--- src/rtl/icc_pkg.sv ---
/*
  Constants shared by the input capture channel: register offsets, control
  field positions, capture mode codes, interrupt status bits, reset values.
  Assumes a 32-bit APB register bus with byte addresses in the low 12 bits.
*/
package icc_pkg;

  // ---------------------------------------------------------------
  // register byte offsets
  // ---------------------------------------------------------------
  localparam logic [11:0] ICC_OFS_CONTROL = 12'h000;
  localparam logic [11:0] ICC_OFS_BUFFER = 12'h004;
  localparam logic [11:0] ICC_OFS_IRQ_STATUS = 12'h008;
  localparam logic [11:0] ICC_OFS_IRQ_MASK = 12'h00C;
  localparam logic [11:0] ICC_OFS_STATE = 12'h010;

  // ---------------------------------------------------------------
  // capture_control field positions
  // ---------------------------------------------------------------
  localparam int ICC_CTL_WIDTH = 16;
  localparam int ICC_BIT_HALT_IN_IDLE = 13;
  localparam int ICC_BIT_TIMER_SELECT = 7;
  localparam int ICC_BIT_CPI_HI = 6;
  localparam int ICC_BIT_CPI_LO = 5;
  localparam int ICC_BIT_OVERFLOW = 4;
  localparam int ICC_BIT_NOT_EMPTY = 3;
  localparam int ICC_BIT_MODE_HI = 2;
  localparam int ICC_BIT_MODE_LO = 0;

  // ---------------------------------------------------------------
  // capture_mode codes
  // ---------------------------------------------------------------
  localparam logic [2:0] ICC_MODE_OFF = 3'h0;
  localparam logic [2:0] ICC_MODE_BOTH = 3'h1;
  localparam logic [2:0] ICC_MODE_FALL = 3'h2;
  localparam logic [2:0] ICC_MODE_RISE = 3'h3;
  localparam logic [2:0] ICC_MODE_RISE4 = 3'h4;
  localparam logic [2:0] ICC_MODE_RISE16 = 3'h5;
  localparam logic [2:0] ICC_MODE_UNUSED = 3'h6;
  localparam logic [2:0] ICC_MODE_WAKE = 3'h7;

  // prescaler terminal counts for the divided rising edge modes
  localparam logic [3:0] ICC_PRE_LAST4 = 4'h3;
  localparam logic [3:0] ICC_PRE_LAST16 = 4'hF;

  // ---------------------------------------------------------------
  // interrupt status / mask bits
  // ---------------------------------------------------------------
  localparam int ICC_IRQ_BITS = 3;
  localparam int ICC_IRQ_CAPTURE = 0;
  localparam int ICC_IRQ_OVERFLOW = 1;
  localparam int ICC_IRQ_WAKE = 2;

  // ---------------------------------------------------------------
  // reset values and sizes
  // ---------------------------------------------------------------
  localparam logic [15:0] ICC_CTL_RESET = 16'h0000;
  localparam logic [2:0] ICC_MASK_RESET = 3'h0;
  localparam int ICC_DATA_WIDTH = 16;
  localparam int ICC_FIFO_DEPTH = 4;

endpackage

--- src/rtl/icc_fifo_if.sv ---
/*
  Interface joining the capture channel to its capture buffer.
  Assumes one clock; push and pop are one-cycle strobes.
*/
`timescale 1ns/100ps
`default_nettype none

interface icc_fifo_if #(
  parameter int DW = 16,
  parameter int LW = 3
);
  logic push;
  logic [DW-1:0] wdata;
  logic pop;
  logic [DW-1:0] rdata;
  logic full;
  logic not_empty;
  logic [LW-1:0] level;

  modport owner (output push, output wdata, output pop,
                 input rdata, input full, input not_empty, input level);
  modport store (input push, input wdata, input pop,
                 output rdata, output full, output not_empty, output level);
endinterface

`default_nettype wire

--- src/rtl/icc_capture_fifo.sv ---
/*
  Small capture buffer: first in, first out, depth and width as parameters.
  Ignores a push while full and a pop while empty.
*/
`timescale 1ns/100ps
`default_nettype none

module icc_capture_fifo
  import icc_pkg::*;
#(
  parameter int DW = ICC_DATA_WIDTH,
  parameter int DEPTH = ICC_FIFO_DEPTH,
  parameter int AW = $clog2(DEPTH),
  parameter int LW = $clog2(DEPTH + 1)
)(
  input wire logic ref_clk,
  input wire logic rst_b,
  icc_fifo_if.store fifo
);

  localparam logic [LW-1:0] LEVEL_FULL = LW'(DEPTH);
  localparam logic [AW-1:0] PTR_LAST = AW'(DEPTH - 1);

  logic [DW-1:0] mem [DEPTH];
  logic [AW-1:0] wr_ptr_r;
  logic [AW-1:0] rd_ptr_r;
  logic [LW-1:0] level_r;
  logic do_push;
  logic do_pop;

  assign do_push = fifo.push & (level_r != LEVEL_FULL);
  assign do_pop = fifo.pop & (level_r != '0);

  // storage write
  always_ff @(posedge ref_clk) begin
    if (do_push) begin
      mem[wr_ptr_r] <= fifo.wdata;
    end
  end

  // pointers and fill level
  always_ff @(posedge ref_clk) begin
    if (!rst_b) begin
      wr_ptr_r <= '0;
      rd_ptr_r <= '0;
      level_r <= '0;
    end else begin
      if (do_push) begin
        wr_ptr_r <= (wr_ptr_r == PTR_LAST) ? '0 : wr_ptr_r + 1'b1;
      end
      if (do_pop) begin
        rd_ptr_r <= (rd_ptr_r == PTR_LAST) ? '0 : rd_ptr_r + 1'b1;
      end
      if (do_push && !do_pop) begin
        level_r <= level_r + 1'b1;
      end else if (do_pop && !do_push) begin
        level_r <= level_r - 1'b1;
      end
    end
  end

  // head word is zero while empty
  assign fifo.rdata = (level_r != '0) ? mem[rd_ptr_r] : '0;
  assign fifo.full = (level_r == LEVEL_FULL);
  assign fifo.not_empty = (level_r != '0);
  assign fifo.level = level_r;

endmodule

`default_nettype wire

--- src/rtl/icc_edge_detect.sv ---
/*
  Edge detector for the capture pin: one-cycle rise and fall strobes.
  Assumes the pin is already synchronous to ref_clk.
*/
`timescale 1ns/100ps
`default_nettype none

module icc_edge_detect
  import icc_pkg::*;
(
  input wire logic ref_clk,
  input wire logic rst_b,
  input wire logic pin,
  output logic rise,
  output logic fall
);

  logic pin_prev_r;

  // previous pin level, reset low
  always_ff @(posedge ref_clk) begin
    if (!rst_b) begin
      pin_prev_r <= 1'b0;
    end else begin
      pin_prev_r <= pin;
    end
  end

  // edge strobes from level change
  assign rise = pin & ~pin_prev_r;
  assign fall = ~pin & pin_prev_r;

endmodule

`default_nettype wire

--- src/rtl/icc_top.sv ---
/*
  Input capture channel top: APB register slave, edge qualification per
  capture mode, prescaler, captures-per-interrupt counter, capture buffer,
  overflow flag, wake interrupt and masked interrupt output.
  Assumes cap_pin, cpu_idle, cpu_sleep and both timer counts are synchronous
  to ref_clk, and an APB master that follows the usual setup/access phases.
*/
// Chosen here: the APB register port and the placing of the registers.
`timescale 1ns/100ps
`default_nettype none

module icc_top
  import icc_pkg::*;
#(
  parameter int DW = ICC_DATA_WIDTH,
  parameter int DEPTH = ICC_FIFO_DEPTH
)(
  input wire logic ref_clk,
  input wire logic rst_b,
  input wire logic psel,
  input wire logic penable,
  input wire logic pwrite,
  input wire logic [11:0] paddr,
  input wire logic [31:0] pwdata,
  output logic [31:0] prdata,
  output logic pready,
  output logic pslverr,
  input wire logic cap_pin,
  input wire logic [DW-1:0] timer_two_count,
  input wire logic [DW-1:0] timer_three_count,
  input wire logic cpu_idle,
  input wire logic cpu_sleep,
  output logic irq
);

  localparam int LW = $clog2(DEPTH + 1);

  // ---------------------------------------------------------------
  // declarations
  // ---------------------------------------------------------------
  logic halt_in_idle_r;
  logic timer_select_r;
  logic [1:0] captures_per_irq_r;
  logic [2:0] capture_mode_r;
  logic capture_overflow_flag_r;
  logic [ICC_IRQ_BITS-1:0] irq_status_r;
  logic [ICC_IRQ_BITS-1:0] irq_status_nxt;
  logic [ICC_IRQ_BITS-1:0] irq_mask_r;
  logic [ICC_IRQ_BITS-1:0] irq_set;
  logic [31:0] prdata_r;
  logic [31:0] rd_mux;
  logic [3:0] pre_cnt_r;
  logic [1:0] irq_cnt_r;
  logic setup_phase;
  logic access_phase;
  logic wr_access;
  logic rd_setup;
  logic addr_hit;
  logic ctl_wr;
  logic status_wr;
  logic mask_wr;
  logic buf_rd;
  logic halted;
  logic rise;
  logic fall;
  logic qual_event;
  logic capture;
  logic capture_irq;
  logic wake_event;
  logic overflow_event;
  logic divided_mode;
  logic counting_off;
  logic [DW-1:0] timer_value;
  logic [ICC_CTL_WIDTH-1:0] control_view;

  icc_fifo_if #(.DW(DW), .LW(LW)) fifo ();

  // ---------------------------------------------------------------
  // submodules
  // ---------------------------------------------------------------

  // rise and fall strobes of the capture pin
  icc_edge_detect u_edge (
    .ref_clk(ref_clk),
    .rst_b(rst_b),
    .pin(cap_pin),
    .rise(rise),
    .fall(fall)
  );

  // capture buffer
  icc_capture_fifo #(.DW(DW), .DEPTH(DEPTH)) u_fifo (
    .ref_clk(ref_clk),
    .rst_b(rst_b),
    .fifo(fifo)
  );

  // ---------------------------------------------------------------
  // APB decode
  // ---------------------------------------------------------------

  // phase strobes; zero wait state slave
  assign setup_phase = psel & ~penable;
  assign access_phase = psel & penable;
  assign wr_access = access_phase & pwrite;
  assign rd_setup = setup_phase & ~pwrite;
  assign pready = 1'b1;

  // address hit on any mapped word
  assign addr_hit = (paddr == ICC_OFS_CONTROL) || (paddr == ICC_OFS_BUFFER) ||
                    (paddr == ICC_OFS_IRQ_STATUS) || (paddr == ICC_OFS_IRQ_MASK) ||
                    (paddr == ICC_OFS_STATE);
  assign pslverr = access_phase & ~addr_hit;

  // per-register write and read strobes
  assign ctl_wr = wr_access & (paddr == ICC_OFS_CONTROL);
  assign status_wr = wr_access & (paddr == ICC_OFS_IRQ_STATUS);
  assign mask_wr = wr_access & (paddr == ICC_OFS_IRQ_MASK);
  assign buf_rd = rd_setup & (paddr == ICC_OFS_BUFFER); // pop with the data load, no capture lost

  // ---------------------------------------------------------------
  // control register
  // ---------------------------------------------------------------

  // software writable control fields
  always_ff @(posedge ref_clk) begin
    if (!rst_b) begin
      halt_in_idle_r <= ICC_CTL_RESET[ICC_BIT_HALT_IN_IDLE];
      timer_select_r <= ICC_CTL_RESET[ICC_BIT_TIMER_SELECT];
      captures_per_irq_r <= ICC_CTL_RESET[ICC_BIT_CPI_HI:ICC_BIT_CPI_LO];
      capture_mode_r <= ICC_CTL_RESET[ICC_BIT_MODE_HI:ICC_BIT_MODE_LO];
    end else if (ctl_wr) begin
      halt_in_idle_r <= pwdata[ICC_BIT_HALT_IN_IDLE];
      timer_select_r <= pwdata[ICC_BIT_TIMER_SELECT];
      captures_per_irq_r <= pwdata[ICC_BIT_CPI_HI:ICC_BIT_CPI_LO];
      capture_mode_r <= pwdata[ICC_BIT_MODE_HI:ICC_BIT_MODE_LO];
    end
  end

  // read view of the control word, status bits from hardware
  always_comb begin
    control_view = '0;
    control_view[ICC_BIT_HALT_IN_IDLE] = halt_in_idle_r;
    control_view[ICC_BIT_TIMER_SELECT] = timer_select_r;
    control_view[ICC_BIT_CPI_HI:ICC_BIT_CPI_LO] = captures_per_irq_r;
    control_view[ICC_BIT_OVERFLOW] = capture_overflow_flag_r;
    control_view[ICC_BIT_NOT_EMPTY] = fifo.not_empty;
    control_view[ICC_BIT_MODE_HI:ICC_BIT_MODE_LO] = capture_mode_r;
  end

  // ---------------------------------------------------------------
  // edge qualification
  // ---------------------------------------------------------------

  assign halted = halt_in_idle_r & cpu_idle & (capture_mode_r != ICC_MODE_WAKE);

  // modes that run the rising edge prescaler
  assign divided_mode = (capture_mode_r == ICC_MODE_RISE4) || (capture_mode_r == ICC_MODE_RISE16);

  // modes in which counters must stay at zero
  assign counting_off = (capture_mode_r == ICC_MODE_OFF) || (capture_mode_r == ICC_MODE_UNUSED) ||
                        (capture_mode_r == ICC_MODE_WAKE);

  // capture event per mode
  always_comb begin
    qual_event = 1'b0;
    unique case (capture_mode_r)
      ICC_MODE_OFF: qual_event = 1'b0;
      ICC_MODE_BOTH: qual_event = rise | fall;
      ICC_MODE_FALL: qual_event = fall;
      ICC_MODE_RISE: qual_event = rise;
      ICC_MODE_RISE4: qual_event = rise & (pre_cnt_r[1:0] == ICC_PRE_LAST4[1:0]);
      ICC_MODE_RISE16: qual_event = rise & (pre_cnt_r == ICC_PRE_LAST16);
      ICC_MODE_UNUSED: qual_event = 1'b0;
      ICC_MODE_WAKE: qual_event = 1'b0;
    endcase
  end

  assign capture = qual_event & ~halted;

  // rising edge prescaler, restarted by any control write
  always_ff @(posedge ref_clk) begin
    if (!rst_b) begin
      pre_cnt_r <= '0;
    end else if (ctl_wr || !divided_mode) begin
      pre_cnt_r <= '0;
    end else if (rise && !halted) begin
      if (capture_mode_r == ICC_MODE_RISE4 && pre_cnt_r[1:0] == ICC_PRE_LAST4[1:0]) begin
        pre_cnt_r <= '0;
      end else begin
        pre_cnt_r <= pre_cnt_r + 4'h1;
      end
    end
  end

  // ---------------------------------------------------------------
  // capture into the buffer
  // ---------------------------------------------------------------

  assign timer_value = timer_select_r ? timer_two_count : timer_three_count;

  assign fifo.push = capture & ~fifo.full;
  assign fifo.wdata = timer_value;
  assign fifo.pop = buf_rd;
  assign overflow_event = capture & fifo.full;

  // sticky overflow, cleared only by turning the channel off
  always_ff @(posedge ref_clk) begin
    if (!rst_b) begin
      capture_overflow_flag_r <= 1'b0;
    end else if (overflow_event) begin
      capture_overflow_flag_r <= 1'b1;
    end else if (capture_mode_r == ICC_MODE_OFF) begin
      capture_overflow_flag_r <= 1'b0;
    end
  end

  // ---------------------------------------------------------------
  // captures per interrupt
  // ---------------------------------------------------------------

  // both-edge mode interrupts each capture, other modes on capture captures_per_irq_r + 1
  assign capture_irq = capture & ((capture_mode_r == ICC_MODE_BOTH) || (irq_cnt_r >= captures_per_irq_r));

  always_ff @(posedge ref_clk) begin
    if (!rst_b) begin
      irq_cnt_r <= '0;
    end else if (ctl_wr || counting_off) begin
      irq_cnt_r <= '0;
    end else if (capture_irq) begin
      irq_cnt_r <= '0;
    end else if (capture) begin
      irq_cnt_r <= irq_cnt_r + 2'h1;
    end
  end

  // wake on rising edge in sleep or idle
  assign wake_event = (capture_mode_r == ICC_MODE_WAKE) & rise & (cpu_sleep | cpu_idle);

  // ---------------------------------------------------------------
  // interrupt status and mask
  // ---------------------------------------------------------------

  // event set vector
  always_comb begin
    irq_set = '0;
    irq_set[ICC_IRQ_CAPTURE] = capture_irq;
    irq_set[ICC_IRQ_OVERFLOW] = overflow_event;
    irq_set[ICC_IRQ_WAKE] = wake_event;
  end

  // write one to clear, a same-cycle event wins
  always_comb begin
    irq_status_nxt = irq_status_r;
    if (status_wr) begin
      irq_status_nxt = irq_status_nxt & ~pwdata[ICC_IRQ_BITS-1:0];
    end
    irq_status_nxt = irq_status_nxt | irq_set;
  end

  // sticky status
  always_ff @(posedge ref_clk) begin
    if (!rst_b) begin
      irq_status_r <= '0;
    end else begin
      irq_status_r <= irq_status_nxt;
    end
  end

  // interrupt mask
  always_ff @(posedge ref_clk) begin
    if (!rst_b) begin
      irq_mask_r <= ICC_MASK_RESET;
    end else if (mask_wr) begin
      irq_mask_r <= pwdata[ICC_IRQ_BITS-1:0];
    end
  end

  // level interrupt from unmasked status
  assign irq = |(irq_status_r & irq_mask_r);

  // ---------------------------------------------------------------
  // read data
  // ---------------------------------------------------------------

  // read mux, unmapped words read zero
  always_comb begin
    rd_mux = '0;
    unique case (paddr)
      ICC_OFS_CONTROL: rd_mux = 32'(control_view);
      ICC_OFS_BUFFER: rd_mux = 32'(fifo.rdata);
      ICC_OFS_IRQ_STATUS: rd_mux = 32'(irq_status_r);
      ICC_OFS_IRQ_MASK: rd_mux = 32'(irq_mask_r);
      ICC_OFS_STATE: rd_mux = {16'h0000, 4'(fifo.level), pre_cnt_r, 2'h0, irq_cnt_r, 3'h0, halted};
      default: rd_mux = '0;
    endcase
  end

  // read data latched in the setup phase, held through access
  always_ff @(posedge ref_clk) begin
    if (!rst_b) begin
      prdata_r <= '0;
    end else if (setup_phase && !pwrite) begin
      prdata_r <= rd_mux;
    end
  end

  assign prdata = prdata_r;

endmodule

`default_nettype wire

--- config.mk ---
export PLATFORM = sky130hd
export DESIGN_NAME = icc_top
export DESIGN_NICKNAME = d
export VERILOG_FILES = /design/src/rtl/icc_pkg.sv /design/src/rtl/icc_fifo_if.sv /design/src/rtl/icc_capture_fifo.sv /design/src/rtl/icc_edge_detect.sv /design/src/rtl/icc_top.sv
export SDC_FILE = /design/constraint.sdc
export NUM_CORES = 1
export LEC_CHECK = 0
export ABC_AREA = 1
export BUFFER_PORTS_ARGS = -buffer_cell sky130_fd_sc_hd__buf_2
export CAP_MARGIN = 10
export CORE_ASPECT_RATIO = 2
export CORE_MARGIN = 10
export CORE_UTILIZATION = 35
export DETAILED_ROUTE_END_ITERATION = 8
export PLACE_DENSITY = 0.55
export SETUP_SLACK_MARGIN = 0.02
export SYNTH_ARGS = -nofsm -noshare
export SYNTH_HDL_FRONTEND = slang
export SYNTH_SLANG_ARGS = --single-unit
export TNS_END_PERCENT = 10
--- constraint.sdc ---
create_clock -name ref_clk -period 4 [get_ports ref_clk]
set_input_delay 0 -clock ref_clk [delete_from_list [all_inputs] [get_ports ref_clk]]
set_output_delay 0 -clock ref_clk [all_outputs]
set_load 0.01 [all_outputs]
Word-level counts from Yosys, hierarchy flattened

Memories as Yosys holds them, arrays and structs flattened. A register that Yosys moved wholly into a read port is not among the register bits.
Cells that the tools add are included.

Bits in registers: 60
Memory bits (writable): 64
Output and inout port bits: 35
Word-level logic and storage cells: 122
Memories kept: 1

Memory list:

| name       | depth | bits a word | read ports | clocked after memory_dff | wr ports | line                   | RTL |
|---|---|---|---|---|---|---|---|
| u_fifo.mem | 4     | 16          | 1          | 1                        | 1        | icc_capture_fifo.sv:24 | `logic [DW-1:0] mem [DEPTH];` |

$add $sub $neg: 6
Order comparisons: 1
Eq/ne operators: 18
Muxes and demuxes: 16
Bitwise logic cells: 37
Reductions and logical operators: 29

Operators with widths:

| cell                  | number |
|---|---|
| $pmux W16 S5          | 1 |
| $mux W16              | 2 |
| $eq A12 B4 Y1 const B | 2 |
| $and A1 B1 Y1         | 23 |
| $eq A3 B3 Y1 const B  | 5 |
| $eq A12 B3 Y1 const B | 1 |
| $eq A12 B5 Y1 const B | 1 |
| $logic_not A12 Y1     | 1 |
| $logic_or A1 B1 Y1    | 10 |
| $mux W3               | 3 |
| $reduce_or A3 Y1      | 3 |
| $mux W2               | 4 |
| $not A1 Y1            | 8 |
| $add A2 B1 Y2 const B | 3 |
| $and A3 B3 Y3         | 2 |
| $eq A2 B2 Y1 const B  | 3 |
| $eq A3 B2 Y1 const B  | 2 |
| $ne A3 B3 Y1 const B  | 2 |
| $pmux W1 S6           | 1 |
| $logic_and A1 B1 Y1   | 5 |
| $logic_not A1 Y1      | 5 |
| $add A4 B1 Y4 const B | 1 |
| $eq A4 B4 Y1 const B  | 1 |
| $mux W1               | 4 |
| 12 further kinds      | 14 |

Depth between registers and ports, before layout

Gate-level depths: netlist of the first run.

Word-level depth: 11
Gate-level depth with buffers: 14
Gate-level depth less buffers: 14

Modules after synthesis

From an unflattened synthesis of the first run, not the netlist that was laid out.

Cell total of the unflattened synthesis: 657
Area total of the unflattened synthesis: 5485.3 µm²

By module, submodules not included:

| module           | times used | cells an instance | area each (µm²) | sequential area each (µm²) |
|---|---|---|---|---|
| icc_capture_fifo | 1          | 277               | 3123.0          | 2102.0 |
| icc_top          | 1          | 373               | 2317.2          | 720.7 |
| icc_edge_detect  | 1          | 7                 | 45.0            | 20.0 |

Worst setup path after synthesis of the first run

No wires, ideal clock.

Kind: register -> register
Start: register u_edge.pin_prev_r
End: register u_fifo.level_r[2], in the netlist u_fifo.fifo.level[2]
Arrival time: 2079 ps
Slack: 1799 ps
Stages on the path, launching flop included: 14
Period minus slack after synthesis: 2201 ps
Path through: dfxtp_1 -> ha_1 -> o21ai_1 -> nand2_1 -> nor2_1 -> nand4_2 -> inv_1 -> ha_1 -> inv_1 -> fa_1 -> a21oi_1 -> o21ai_0 -> o21ai_0 -> a21oi_1

Cells in the longest elaborated chain, start to end: 10
Elaborated cells between the ends (all ways): 15

RTL lines:

| what                                        | line                   | RTL |
|---|---|---|
| from (decl)                                 | icc_edge_detect.sv:18  | `logic pin_prev_r;` |
| from (signal assigned)                      | icc_edge_detect.sv:25  | `pin_prev_r <= pin;` |
| $not A1 Y1                                  | icc_edge_detect.sv:30  | `assign rise = pin & ~pin_prev_r;` |
| $and A1 B1 Y1                               | icc_edge_detect.sv:30  |  |
| $and A1 B1 Y1, or another cell as far along | icc_top.sv:173         | `ICC_MODE_RISE16: qual_event = rise & (pre_cnt_r == ICC_PRE_LAST16);` |
| $pmux W1 S6 *                               | icc_top.sv:167         | `unique case (capture_mode_r)` |
| $and A1 B1 Y1 *                             | icc_top.sv:179         | `assign capture = qual_event & ~halted;` |
| $and A1 B1 Y1 *                             | icc_top.sv:202         | `assign fifo.push = capture & ~fifo.full;` |
| $and A1 B1 Y1 *                             | icc_capture_fifo.sv:31 | `assign do_push = fifo.push & (level_r != LEVEL_FULL);` |
| via u_fifo.do_push                          | icc_capture_fifo.sv:28 | `logic do_push;` |
| $logic_not A1 Y1                            | icc_capture_fifo.sv:56 | `end else if (do_pop && !do_push) begin` |
| $logic_and A1 B1 Y1                         | icc_capture_fifo.sv:56 |  |
| $reduce_bool A2 Y1 (no line)                | --                     |  |
| to (signal assigned)                        | icc_capture_fifo.sv:55 | `level_r <= level_r + 1'b1;` |
| to (signal assigned)                        | icc_capture_fifo.sv:57 | `level_r <= level_r - 1'b1;` |
| to (decl)                                   | icc_capture_fifo.sv:27 | `logic [LW-1:0] level_r;` |

Mark *: on every way through the listed nets, which the timed path passes. The rest lies on a longest branch.
A chain may end at the register's enable or synchronous reset.

Worst setup path after layout of the first run

Start: register pre_cnt_r[0]
End: register u_fifo.level_r[2], in the netlist u_fifo.fifo.level[2]

Cells in the longest elaborated chain, start to end: 9
Elaborated cells between the ends (all ways): 13

RTL lines:

| what                                         | line                           | RTL |
|---|---|---|
| from (decl)                                  | icc_top.sv:52                  | `logic [3:0] pre_cnt_r;` |
| from (signal assigned)                       | icc_top.sv:191                 | `pre_cnt_r <= pre_cnt_r + 4'h1;` |
| $eq A4 B4 Y1 or $eq A2 B2 Y1 (tied branches) | icc_top.sv:173, icc_top.sv:172 |  |
| $and A1 B1 Y1 (on tied branches)             | icc_top.sv:173, icc_top.sv:172 |  |
| $pmux W1 S6 *                                | icc_top.sv:167                 |  |
| $and A1 B1 Y1 *                              | icc_top.sv:179                 |  |
| $and A1 B1 Y1 *                              | icc_top.sv:202                 |  |
| $and A1 B1 Y1 *                              | icc_capture_fifo.sv:31         |  |
| via u_fifo.do_push                           | icc_capture_fifo.sv:28         |  |
| $logic_not A1 Y1                             | icc_capture_fifo.sv:56         |  |
| $logic_and A1 B1 Y1                          | icc_capture_fifo.sv:56         |  |
| $reduce_bool A2 Y1 (no line)                 | --                             |  |

Marked as above.

==> impl_metrics.ini, run 1 <==
[floorplan]
die_area_um2 = 21500
area_of_the_core_um2 = 15400
die_y_um = 198
design.portCount = 119
die_width_um = 109
initial_core_util_pct = 35.9
row_cnt = 64

[route]
dr.pass1.iters = 4
detailroute.via_count = 4592
wire_per_inst_um = 14.8
detail_route.drc_violations = 0
final_wl_um = 14300
ant_nets = 0
dr.first_iter.drc_count = 164
vias_per_cell = 4.74

[sta]
worst_hold_slack_ps = 4.57
fmax_mhz = 379
timing_worst_slew_pin_value_ps = 1010
max_slew_margin_pct = 32.8
clock-skew-final_ps = 9.19
period_minus_slack_ps = 2640
timing.setup.tns_ps = 0
final_number_of_hold_violating_endpoints = 0
finalSetupViolCount = 0
finalCritPeriodShare_pct = 66.0
final_max_slew_viol_count = 0
rsz0062_at_grt = no
min_setup_slack_post_route_ps = 1360

[pwr]
clock_power_share_pct = 41.9
power.density_nw_per_um2 = 343
p_comb_share_pct = 5.3
power.static_leakage_nw = 2.93
pwr-share-seq_pct = 52.8
power.switching_fraction_pct = 22.6
vdd_ir_drop_max_mv = 0.176
power.switching_mw = 0.512
internal_power_mw = 1.76

[critical_path]
critPathMaxFanout = 9
worst_ep_required_time_ps = 4240
critPathKind = flop to flop
crit-reg2reg-capture = u_fifo.fifo.level[2]
timing.critical_path.to_type = flop
critical_path_start_type = flop
r2r_cells = 12
critical_path.reg2reg.startpoint = pre_cnt_r[0]
r2r_setup_slack_ps = 1360
arrival_ps = 2880

[global_routing]
grt_pass1_wl_um = 23100
met2_demand_to_capacity_share_in_global_routing_pct = 26.4
grt_max_degree = 37
gr-total-overflow = 0
grt.met1_usage_pct = 13.2
globalRouteMet3Util_pct = 2.32
antenna_found_initial = 0
grt_use_total_pct = 13.7
grt.busiest_layer = met2
grt_pass1_vias = 4667

[clock_tree]
cts-buffers-inserted = 9
clk_pin_slew_worst_paths_ps = 80
clkSinkCount = 110
root_cell_of_the_clock_tree = sky130_fd_sc_hd__clkbuf_16
h-tree-depth = 3
ctsLongestPathBuffers = 2
post_cts.repair.setup_buffers = 0
post_cts_resize_count = 0
clock_latency_ps = 350
tritoncts = built

[logic_synthesis]
yosysWarningCount = 0
synth.yosys.seq_area_share_pct = 51.5
mappedNetlistArea_um2 = 5520
ys_types = 35
synth.area.top_cells = sky130_fd_sc_hd__edfxtp_1 (35%), sky130_fd_sc_hd__dfxtp_1 (17%), sky130_fd_sc_hd__nand2_1 (13%)
largest_family_of_logic_cells_by_synthesized_area = simple AND/OR/NAND/NOR gates
syn-instance-count = 672
avgSynthCellArea_um2 = 8.22
synthAdderAreaFrac_pct = 2.85
simple_gate_share_of_the_synthesized_area_pct = 27.7
synth_compound_area_share_pct = 7.23
synth_top_cell_by_area = sky130_fd_sc_hd__edfxtp_1
yosys.area_share.xor_xnor_pct = 0.634
synth_top_area_share_pct = 34.8
synth.ff_latch_count = 110
synth_mux_area_share_pct = 0

[hold_path]
min_path_cells = 3
worst_hold_end = u_fifo.mem[3][11]
holdCritPathClass = primary input to flop
worst_hold_startpoint = timer_three_count[11]

[run_status]
outcome = complete, no violations

[cells_and_area]
final_common_cell = sky130_fd_sc_hd__nand2_1
number_of_nets_in_the_layout = 862
most-common-layout-cells = sky130_fd_sc_hd__nand2_1 (185), sky130_fd_sc_hd__inv_1 (81), sky130_fd_sc_hd__buf_2 (76), sky130_fd_sc_hd__nand3_1 (74), sky130_fd_sc_hd__edfxtp_1 (64)
diodes = 0
layout-area-overhead-vs-synth_pct = 19.9
fraction_of_final_layout_cells_sized_beyond_drive_strength_1_pct = 15.7

[place]
hpwlAfterDp_um = 10700
placement.setup.worst_slack_ps = 1380
input_output_buffers = 76
gpl_congestion = 0.853

[job]
max-cap-violations = 0
## logic make-up after synthesis
kind of cell               Yosys count
xor gates and xnor gates             4
DFF                                110
AOI/OAI and AO/OA                   74
adders and majority gates           12
and+or+nand+nor                    345
buffers and inverters              125
other                                2
## power groups by stage
stage               Clock (mW)  Sequential [mW]  Combinational, mW
floorplan                    0             1.23             0.0607
global placement             0             1.22             0.0963
detailed placement           0             1.23             0.0982
CTS                      0.969             1.20              0.119
global route              1.01             1.20              0.134
finish                   0.950             1.20              0.120
## registers in the layout, indices dropped and copies added (netlist names), named ones only
| register | cells |
|---|---|
| u_fifo.mem | 64 |
| prdata | 16 |
| pre_cnt_r | 4 |
| capture_mode_r | 3 |
| irq_mask_r | 3 |
| irq_status_r | 3 |
| u_fifo.fifo.level | 3 |
| captures_per_irq_r | 2 |
| irq_cnt_r | 2 |
| u_fifo.rd_ptr_r | 2 |
| u_fifo.wr_ptr_r | 2 |
| capture_overflow_flag_r | 1 |
| halt_in_idle_r | 1 |
| timer_select_r | 1 |
| u_edge.pin_prev_r | 1 |
## through the flow
| step | cell area (um^2) | util [%] | power (mW) | instances |
|---|---|---|---|---|
| after global placement | 6010 | 39.1 | 1.32 | 924 |
| after floorplan | 5580 | - | 1.29 | 687 |
| after global routing | 6620 | 43.1 | 2.34 | 969 |
| after detailed placement | 6010 | 39.1 | 1.32 | 924 |
| after CTS | 6620 | 43.1 | 2.29 | 969 |
| final | 6620 | 43.1 | 2.27 | 969 |
## how the worst max path moves through the flow
stage                      start                   end  slack (ps)  depth (start not counted)
3_5_place_dp        pre_cnt_r[0]  u_fifo.fifo.level[2]        1380                         12
2_1_floorplan  u_edge.pin_prev_r  u_fifo.fifo.level[2]        1800                         13
6_report            pre_cnt_r[0]  u_fifo.fifo.level[2]        1360                         12
4_1_cts             pre_cnt_r[0]  u_fifo.fifo.level[2]        1350                         12
5_1_grt             pre_cnt_r[0]  u_fifo.fifo.level[2]        1140                         12
3_3_place_gp        pre_cnt_r[0]  u_fifo.fifo.level[2]        1390                         12
## repair_timing
item	in CTS	in global routing
endpoints found under the hold margin	53	0
setup endpoints to repair	0	0
hold buffers	29	0
## layer usage
layer	vias up	part of all wire [%]
met5	-	0
met4	0	2.7
met3	25	5.2
met2	149	55
met1	2091	37
li1	2327	-
## critical path, cell delays in order, from the launching register on
cell                      delay (ps)
sky130_fd_sc_hd__dfxtp_1         410
sky130_fd_sc_hd__ha_1            270
sky130_fd_sc_hd__nand3_1         100
sky130_fd_sc_hd__nand2_1         200
sky130_fd_sc_hd__nand4_2         340
sky130_fd_sc_hd__inv_1           140
sky130_fd_sc_hd__ha_1            150
sky130_fd_sc_hd__inv_1            70
sky130_fd_sc_hd__fa_1            380
sky130_fd_sc_hd__a21oi_1         150
sky130_fd_sc_hd__o21ai_0         110
sky130_fd_sc_hd__o21ai_0         160
sky130_fd_sc_hd__a21oi_1          50
## final cells by class
| type | count | area, um^2 |
|---|---|---|
| Inverter | 84 | 315 |
| Multi-Input combinational cell | 452 | 2200 |
| Sequential cell | 110 | 2840 |
| Tap cell | 198 | 248 |
| Fill cell | 1556 | 8750 |
| Clock inverter | 7 | 95.1 |
| Clock buffer | 9 | 225 |
| Timing Repair Buffer | 109 | 701 |
## synthesized netlist by cell type
cell                       instances
sky130_fd_sc_hd__inv_1            81
sky130_fd_sc_hd__nand4_2           1
sky130_fd_sc_hd__nor2_1           56
sky130_fd_sc_hd__xnor2_1           1
sky130_fd_sc_hd__nand3b_1          3
sky130_fd_sc_hd__a21oi_1          30
sky130_fd_sc_hd__o22ai_1           2
sky130_fd_sc_hd__ha_1             11
sky130_fd_sc_hd__o21ai_0          31
sky130_fd_sc_hd__buf_4            18
sky130_fd_sc_hd__buf_1             1
sky130_fd_sc_hd__a21oi_4           1
sky130_fd_sc_hd__clkbuf_1         10
sky130_fd_sc_hd__nand2_2           1
sky130_fd_sc_hd__xor2_1            3
sky130_fd_sc_hd__conb_1            2
sky130_fd_sc_hd__nor3_2            2
sky130_fd_sc_hd__edfxtp_1         64
sky130_fd_sc_hd__nand3_1          74
sky130_fd_sc_hd__nor2_8            2
sky130_fd_sc_hd__nor3_1            4
sky130_fd_sc_hd__inv_2             2
sky130_fd_sc_hd__fa_1              1
sky130_fd_sc_hd__a21oi_2           4
sky130_fd_sc_hd__nand2_4           1
sky130_fd_sc_hd__nand3_2           2
sky130_fd_sc_hd__o21ai_1           6
sky130_fd_sc_hd__nand2_1         185
sky130_fd_sc_hd__nor2_4            3
sky130_fd_sc_hd__clkinv_1          1
sky130_fd_sc_hd__nor2_2            2
sky130_fd_sc_hd__buf_2            12
sky130_fd_sc_hd__nand4_1           8
sky130_fd_sc_hd__or2_1             1
sky130_fd_sc_hd__dfxtp_1          46
No activity file was read; power rests on OpenSTA's default activity.
==> run 2, diff against run 1 <==
Settings changed: ABC_AREA 1 to 0, PLACE_DENSITY 0.55 to 0.56.
Clock period 4 ns to 2.6 ns, I/O delays scaled along.
==> run 2 against run 1 <==
  * Power grew 46%
  * Global-route usage shrank 1.4 points
  * Final cell count shrank 27%
  * Highest routed layer unchanged
  * Setup slack lost 1300 ps
  * Synthesized cell count shrank 39%
  * Via count shrank 26%
  * Clock skew grew 0.52 ps
  * Non-clock buffer count grew 1
  * Critical endpoint unchanged
==> impl_metrics.ini, run 2 <==
[run_status]
outcome = complete, no violations

[critical_path]
critPathKind = flop to flop
arrival_ps = 2770
timing.critical_path.to_type = flop
critical_path_start_type = flop
critical_path.reg2reg.startpoint = u_edge.pin_prev_r
worst_setup_path_startpoint = u_edge.pin_prev_r
critPathMaxFanout = 2
worst_ep_required_time_ps = 2870

[clock_tree]
clkSinkCount = 110
h-tree-depth = 3
ctsLongestPathBuffers = 2
clk_pin_slew_worst_paths_ps = 80
root_cell_of_the_clock_tree = sky130_fd_sc_hd__clkbuf_16
cts-buffers-inserted = 9
tritoncts = built
clock_latency_ps = 350

[hold_path]
worst_hold_startpoint = timer_three_count[11]
holdCritPathClass = primary input to flop

[logic_synthesis]
synth.yosys.seq_area_share_pct = 56.0
yosysWarningCount = 0
syn-instance-count = 407
number_of_synthesized_flops_with_an_enable_pin = 64
mappedNetlistArea_um2 = 5070
synth_top_cell_by_area = sky130_fd_sc_hd__edfxtp_1
ys.flop_type = sky130_fd_sc_hd__edfxtp_1
ys_types = 60
async_reset_ff_share_pct = 0
synth.ff_latch_count = 110
synth_most_common_cell = sky130_fd_sc_hd__edfxtp_1
post_synth_most_frequent_cells = sky130_fd_sc_hd__edfxtp_1 (64), sky130_fd_sc_hd__nand2_1 (49), sky130_fd_sc_hd__dfxtp_1 (46)
synth.area.top_cells = sky130_fd_sc_hd__edfxtp_1 (38%), sky130_fd_sc_hd__dfxtp_1 (18%), sky130_fd_sc_hd__mux4_2 (7.1%)
avgSynthCellArea_um2 = 12.5
synth_top_area_share_pct = 37.9

[route]
met2WireLength_um = 6810
topRoutingLayerUsed = met4
vias_per_cell = 4.81
dr.pass1.iters = 4
wire_per_inst_um = 17.0
final_wl_um = 12000
detail_route.wirelength.met1_um = 4380
met3RoutedLength_um = 549
ant_nets = 0
dr.first_iter.drc_count = 111
detailroute.via_count = 3398
detail_route.drc_violations = 0

[floorplan]
die_y_um = 190
die_width_um = 105
die_area_um2 = 20000
initial_core_util_pct = 35.5
area_of_the_core_um2 = 14300
row_cnt = 62
design.portCount = 119

[sta]
rsz0062_at_grt = no
max_slew_margin_pct = 49.0
timing_worst_slew_pin_value_ps = 764
finalCritPeriodShare_pct = 96.0
final_number_of_hold_violating_endpoints = 0
final_max_slew_viol_count = 0
timing.setup.tns_ps = 0
clock-skew-final_ps = 9.71
finalSetupViolCount = 0
fmax_mhz = 401
period_minus_slack_ps = 2490

[cells_and_area]
largest_reg_flops = 64
diodes = 0
fraction_of_final_layout_cells_sized_beyond_drive_strength_1_pct = 32.4
final_util_pct = 43.1
number_of_nets_in_the_layout = 606
regMostFlops = u_fifo.mem
layout-area-overhead-vs-synth_pct = 21.2
most-common-layout-cells = sky130_fd_sc_hd__buf_2 (76), sky130_fd_sc_hd__edfxtp_1 (64), sky130_fd_sc_hd__nand2_1 (49), sky130_fd_sc_hd__dfxtp_1 (45), sky130_fd_sc_hd__buf_4 (25)
fill_cells = 1394
final_common_cell = sky130_fd_sc_hd__buf_2

[pwr]
power.switching_mw = 0.736
power.static_leakage_nw = 2.38
power.density_nw_per_um2 = 540
vdd_ir_drop_max_mv = 0.472
pwr-share-seq_pct = 55.5
power.switching_fraction_pct = 22.2
internal_power_mw = 2.58
clock_power_share_pct = 39.5
p_comb_share_pct = 5.0

[place]
input_output_buffers = 76
hpwlAfterDp_um = 9300
gpl_congestion = 0.793

[global_routing]
antenna_found_initial = 0
grt_pass1_vias = 3774
grt_use_total_pct = 12.2
grt_pass1_wl_um = 19400
grt_max_degree = 26
gr-total-overflow = 0

[job]
max-cap-violations = 0
[run 2: critical path: stages (launching register included)]
cell                       delay (ps)
sky130_fd_sc_hd__dfxtp_2          320
sky130_fd_sc_hd__ha_1             270
sky130_fd_sc_hd__nor2b_4          130
sky130_fd_sc_hd__o31ai_4          270
sky130_fd_sc_hd__o221a_2          270
sky130_fd_sc_hd__ha_4             140
sky130_fd_sc_hd__inv_1             50
sky130_fd_sc_hd__fa_2             380
sky130_fd_sc_hd__xor2_1           150
sky130_fd_sc_hd__or3_1            310
sky130_fd_sc_hd__a21boi_1         120
[run 2: worst paths after layout]
| kind | to | slack [ps] | cells after the start |
|---|---|---|---|
| max | u_fifo.fifo.level[2] | 110 | 10 |
| min | u_fifo.mem[3][11] | 7 | 2 |
| max reg2reg | u_fifo.fifo.level[2] | 110 | 10 |
| min reg2reg | u_fifo.rd_ptr_r[1] | 480 | 2 |
[run 2: routing by layer]
metal	up-vias	GRT usage, %
met2	72	23.9
met4	0	4.56
met3	16	3.28
li1	1679	-
met5	-	0
met1	1631	11.7
[run 2: area by class of cell]
| cell class | count | area, um^2 | area share [%] |
|---|---|---|---|
| sequential | 110 | 2840 | 46.3 |
| multi-input combinational | 268 | 2080 | 33.9 |
| timing repair buffer | 110 | 658 | 10.7 |
| tap | 192 | 240 | 3.91 |
| clock buffer | 10 | 229 | 3.73 |
| clock inverter | 6 | 50.0 | 0.814 |
| inverter | 11 | 41.3 | 0.672 |
[run 2: cell families after synthesis]
logic type      count (synthesis)  share of synthesized area (%)
other cells                     2                          0.148
fa+ha+maj                      12                           3.11
simple gates                  124                           12.5
flops                         110                           56.0
xor+xnor                        2                          0.345
buf+inv                        44                           4.66
mux                            48                           13.8
compound gates                 65                           9.32
[run 2: what timing repair did]
action / in CTS / in global routing
gates resized for setup: 0 / 9
hold buffers: 9 / 0
setup buffers: 0 / 1
hold endpoints to repair: 14 / 0
endpoints found under the setup margin: 0 / 1
[run 2: power groups by stage]
stage                     clock (mW)  combinational [mW]  sequential, mW
after floorplan                    0              0.0917            1.88
after global placement             0               0.148            1.88
after detailed placement           0               0.152            1.88
after CTS                       1.34               0.164            1.84
after global routing            1.40               0.185            1.84
final                           1.31               0.165            1.84
[run 2: metrics by stage]
step / total power, mW / cell area [um^2] / hold slack, ps / cells / worst slack (ps)
after floorplan: 1.98 / 5130 / 90.9 / 422 / 143
after global placement: 2.03 / 5730 / 245 / 681 / 132
after detailed placement: 2.04 / 5730 / 246 / 681 / 72.1
after CTS: 3.35 / 6100 / 1.09 / 706 / 53.8
after global routing: 3.43 / 6150 / 6.69 / 707 / 2.48
final: 3.32 / 6150 / 6.58 / 707 / 105
==> run 3, diff against run 2 <==
Settings changed: CTS_BUF_LIST from default to sky130_fd_sc_hd__clkbuf_8.
Clock period 2.6 ns to 2.45 ns, I/O delays scaled along.
==> run 3 against run 2 <==
  * Critical path depth up 3
  * Clock skew barely moved
  * Global-route usage is 0.50 points higher
  * First-iteration DRC count grew 41%
==> impl_metrics.ini, run 3 (synthesis results as in run 2) <==
[critical_path]
timing.critical_path.slowest_stage_cell = sky130_fd_sc_hd__dlygate4sd3_1
worstPathCellList = dlygate4sd3_1 > buf_2 > inv_2 > ha_4 > nor2b_4 > o31ai_4 > o221a_2 > ha_4 > inv_2 > fa_2 > xor2_1 > or3_1 > a21boi_1
critPathKind = primary input to flop
worst_ep_required_time_ps = 2770
critPathMaxFanout = 3
critPathMaxStageDelay_ps = 530
crit_family = buffers and inverters
cp_num_buf_inv = 4
critical_path_start_type = primary input
arrival_ps = 2710
timing.critical_path.to_type = flop

[pwr]
p_comb_share_pct = 6.7
power.density_nw_per_um2 = 498
power.switching_mw = 0.758
vdd_ir_drop_max_mv = 0.348
power.total_mw = 3.25
power.switching_fraction_pct = 23.3
internal_power_mw = 2.49
pwr-share-seq_pct = 60.2
power.static_leakage_nw = 2.54
clock_power_share_pct = 33.2

[clock_tree]
clk_pin_slew_worst_paths_ps = 110
clkSinkCount = 110
tritoncts = built
ctsLongestPathBuffers = 2
root_cell_of_the_clock_tree = sky130_fd_sc_hd__clkbuf_8
clock_latency_ps = 370
h-tree-depth = 3
cts-buffers-inserted = 9

[sta]
finalSetupViolCount = 0
finalCritPeriodShare_pct = 97.7
fmax_mhz = 418
clock-skew-final_ps = 9.55
timing.setup.tns_ps = 0
rsz0062_at_grt = yes
final_number_of_hold_violating_endpoints = 0
max_slew_margin_pct = 38.4
period_minus_slack_ps = 2390
final_max_slew_viol_count = 0
worst_hold_slack_ps = 109
timing_worst_slew_pin_value_ps = 922

[place]
gpl_congestion = 0.784
place_inst = 684
hpwlAfterDp_um = 9560
dpl_cell_area_um2 = 5820
input_output_buffers = 76

[cells_and_area]
final_common_cell = sky130_fd_sc_hd__buf_2
multi_input_comb_area_um2 = 2100
fraction_of_final_layout_cells_sized_beyond_drive_strength_1_pct = 32.0
layout.cells.non_filler = 749
largest_reg_flops = 64
layout-area-overhead-vs-synth_pct = 28.8
fill_cells = 1393
most-common-layout-cells = sky130_fd_sc_hd__buf_2 (76), sky130_fd_sc_hd__edfxtp_1 (64), sky130_fd_sc_hd__nand2_1 (49), sky130_fd_sc_hd__dfxtp_1 (45), sky130_fd_sc_hd__dlygate4sd3_1 (45)
postLayoutCellArea_um2 = 6530
regMostFlops = u_fifo.mem
number_of_nets_in_the_layout = 648
diodes = 0
area.sequential_um2 = 2840

[floorplan]
die_area_um2 = 20000
die_y_um = 190
die_width_um = 105
area_of_the_core_um2 = 14300
design.portCount = 119
row_cnt = 62
initial_core_util_pct = 35.5

[run_status]
outcome = complete, no violations

[job]
max-cap-violations = 0

[route]
detail_route.drc_violations = 0
vias_per_cell = 4.93
dr.first_iter.drc_count = 157
final_wl_um = 12600
detailroute.via_count = 3693
wire_per_inst_um = 16.8
ant_nets = 0
dr.pass1.iters = 4

[global_routing]
antenna_found_initial = 0
grt_pass1_wl_um = 20300
gr-total-overflow = 0
grt_max_degree = 36
grt_pass1_vias = 4067
grt_use_total_pct = 12.7

[hold_path]
holdCritPathClass = primary input to flop
run 3: changes by cell type in the layout (fill, tap and decap cells not counted), moves of 2 or more:
cell,before,now
sky130_fd_sc_hd__buf_4,25,27
sky130_fd_sc_hd__inv_2,1,3
sky130_fd_sc_hd__buf_12,0,4
sky130_fd_sc_hd__dlygate4sd3_1,9,45
sky130_fd_sc_hd__clkbuf_8,0,10
sky130_fd_sc_hd__inv_1,10,8
sky130_fd_sc_hd__clkbuf_16,9,0
run 3: area by class of cell:
type / instances / area share (%)
clock buffers: 10 / 2.11
clock inverters: 6 / 0.881
inverters: 11 / 0.632
multi-input cells: 268 / 32.1
flip-flops and latches: 110 / 43.5
well taps: 192 / 3.68
repair buffers: 152 / 17.0
run 3: through the flow:
step,utilization [%],setup WS (ps)
final,45.8,57.5
after global routing,45.8,-30.0
after CTS,45.4,37.7
after detailed placement,40.8,-34.1
after global placement,40.8,25.9
after floorplan,-,28.6
run 3: tightest hold or removal path: stages:
cell	delay, ps
sky130_fd_sc_hd__buf_2	100
sky130_fd_sc_hd__nor3b_1	60
sky130_fd_sc_hd__buf_4	170
sky130_fd_sc_hd__a21oi_1	120
run 3: worst paths after layout:
kind	start	end	slack, ps	cells past startpoint
setup reg to reg	u_edge.pin_prev_r	u_fifo.fifo.level[2]	60	10
hold / removal	pwrite	prdata[4]	110	4
setup / recovery	cap_pin	u_fifo.fifo.level[2]	60	13
hold reg to reg	u_fifo.rd_ptr_r[1]	flop	490	2
run 3: power by group through the flow:
stage | Clock [mW] | Combinational, mW | Sequential [mW]
6_report | 1.08 | 0.217 | 1.96
5_1_grt | 1.18 | 0.240 | 1.96
4_1_cts | 1.12 | 0.213 | 1.96
3_5_place_dp | 0 | 0.161 | 2.00
3_3_place_gp | 0 | 0.156 | 2.00
2_1_floorplan | 0 | 0.0974 | 2.00
run 3: timing repair:
item | 4_1_cts | 5_1_grt
hold buffers | 45 | 0
setup endpoints to repair | 1 | 1
buffers inserted | 2 | 2
pin swaps | 2 | 6
endpoints found under the hold margin | 77 | 0
resized for setup | 0 | 8
run 3: layer usage:
| layer | up-vias | track usage (%) | part of all wire [%] |
|---|---|---|---|
| li1 | 1766 | - | - |
| met4 | 0 | 5.47 | 2.4 |
| met5 | - | 0 | 0 |
| met2 | 80 | 25.3 | 59 |
| met1 | 1830 | 11.7 | 34 |
| met3 | 17 | 2.98 | 4.5 |
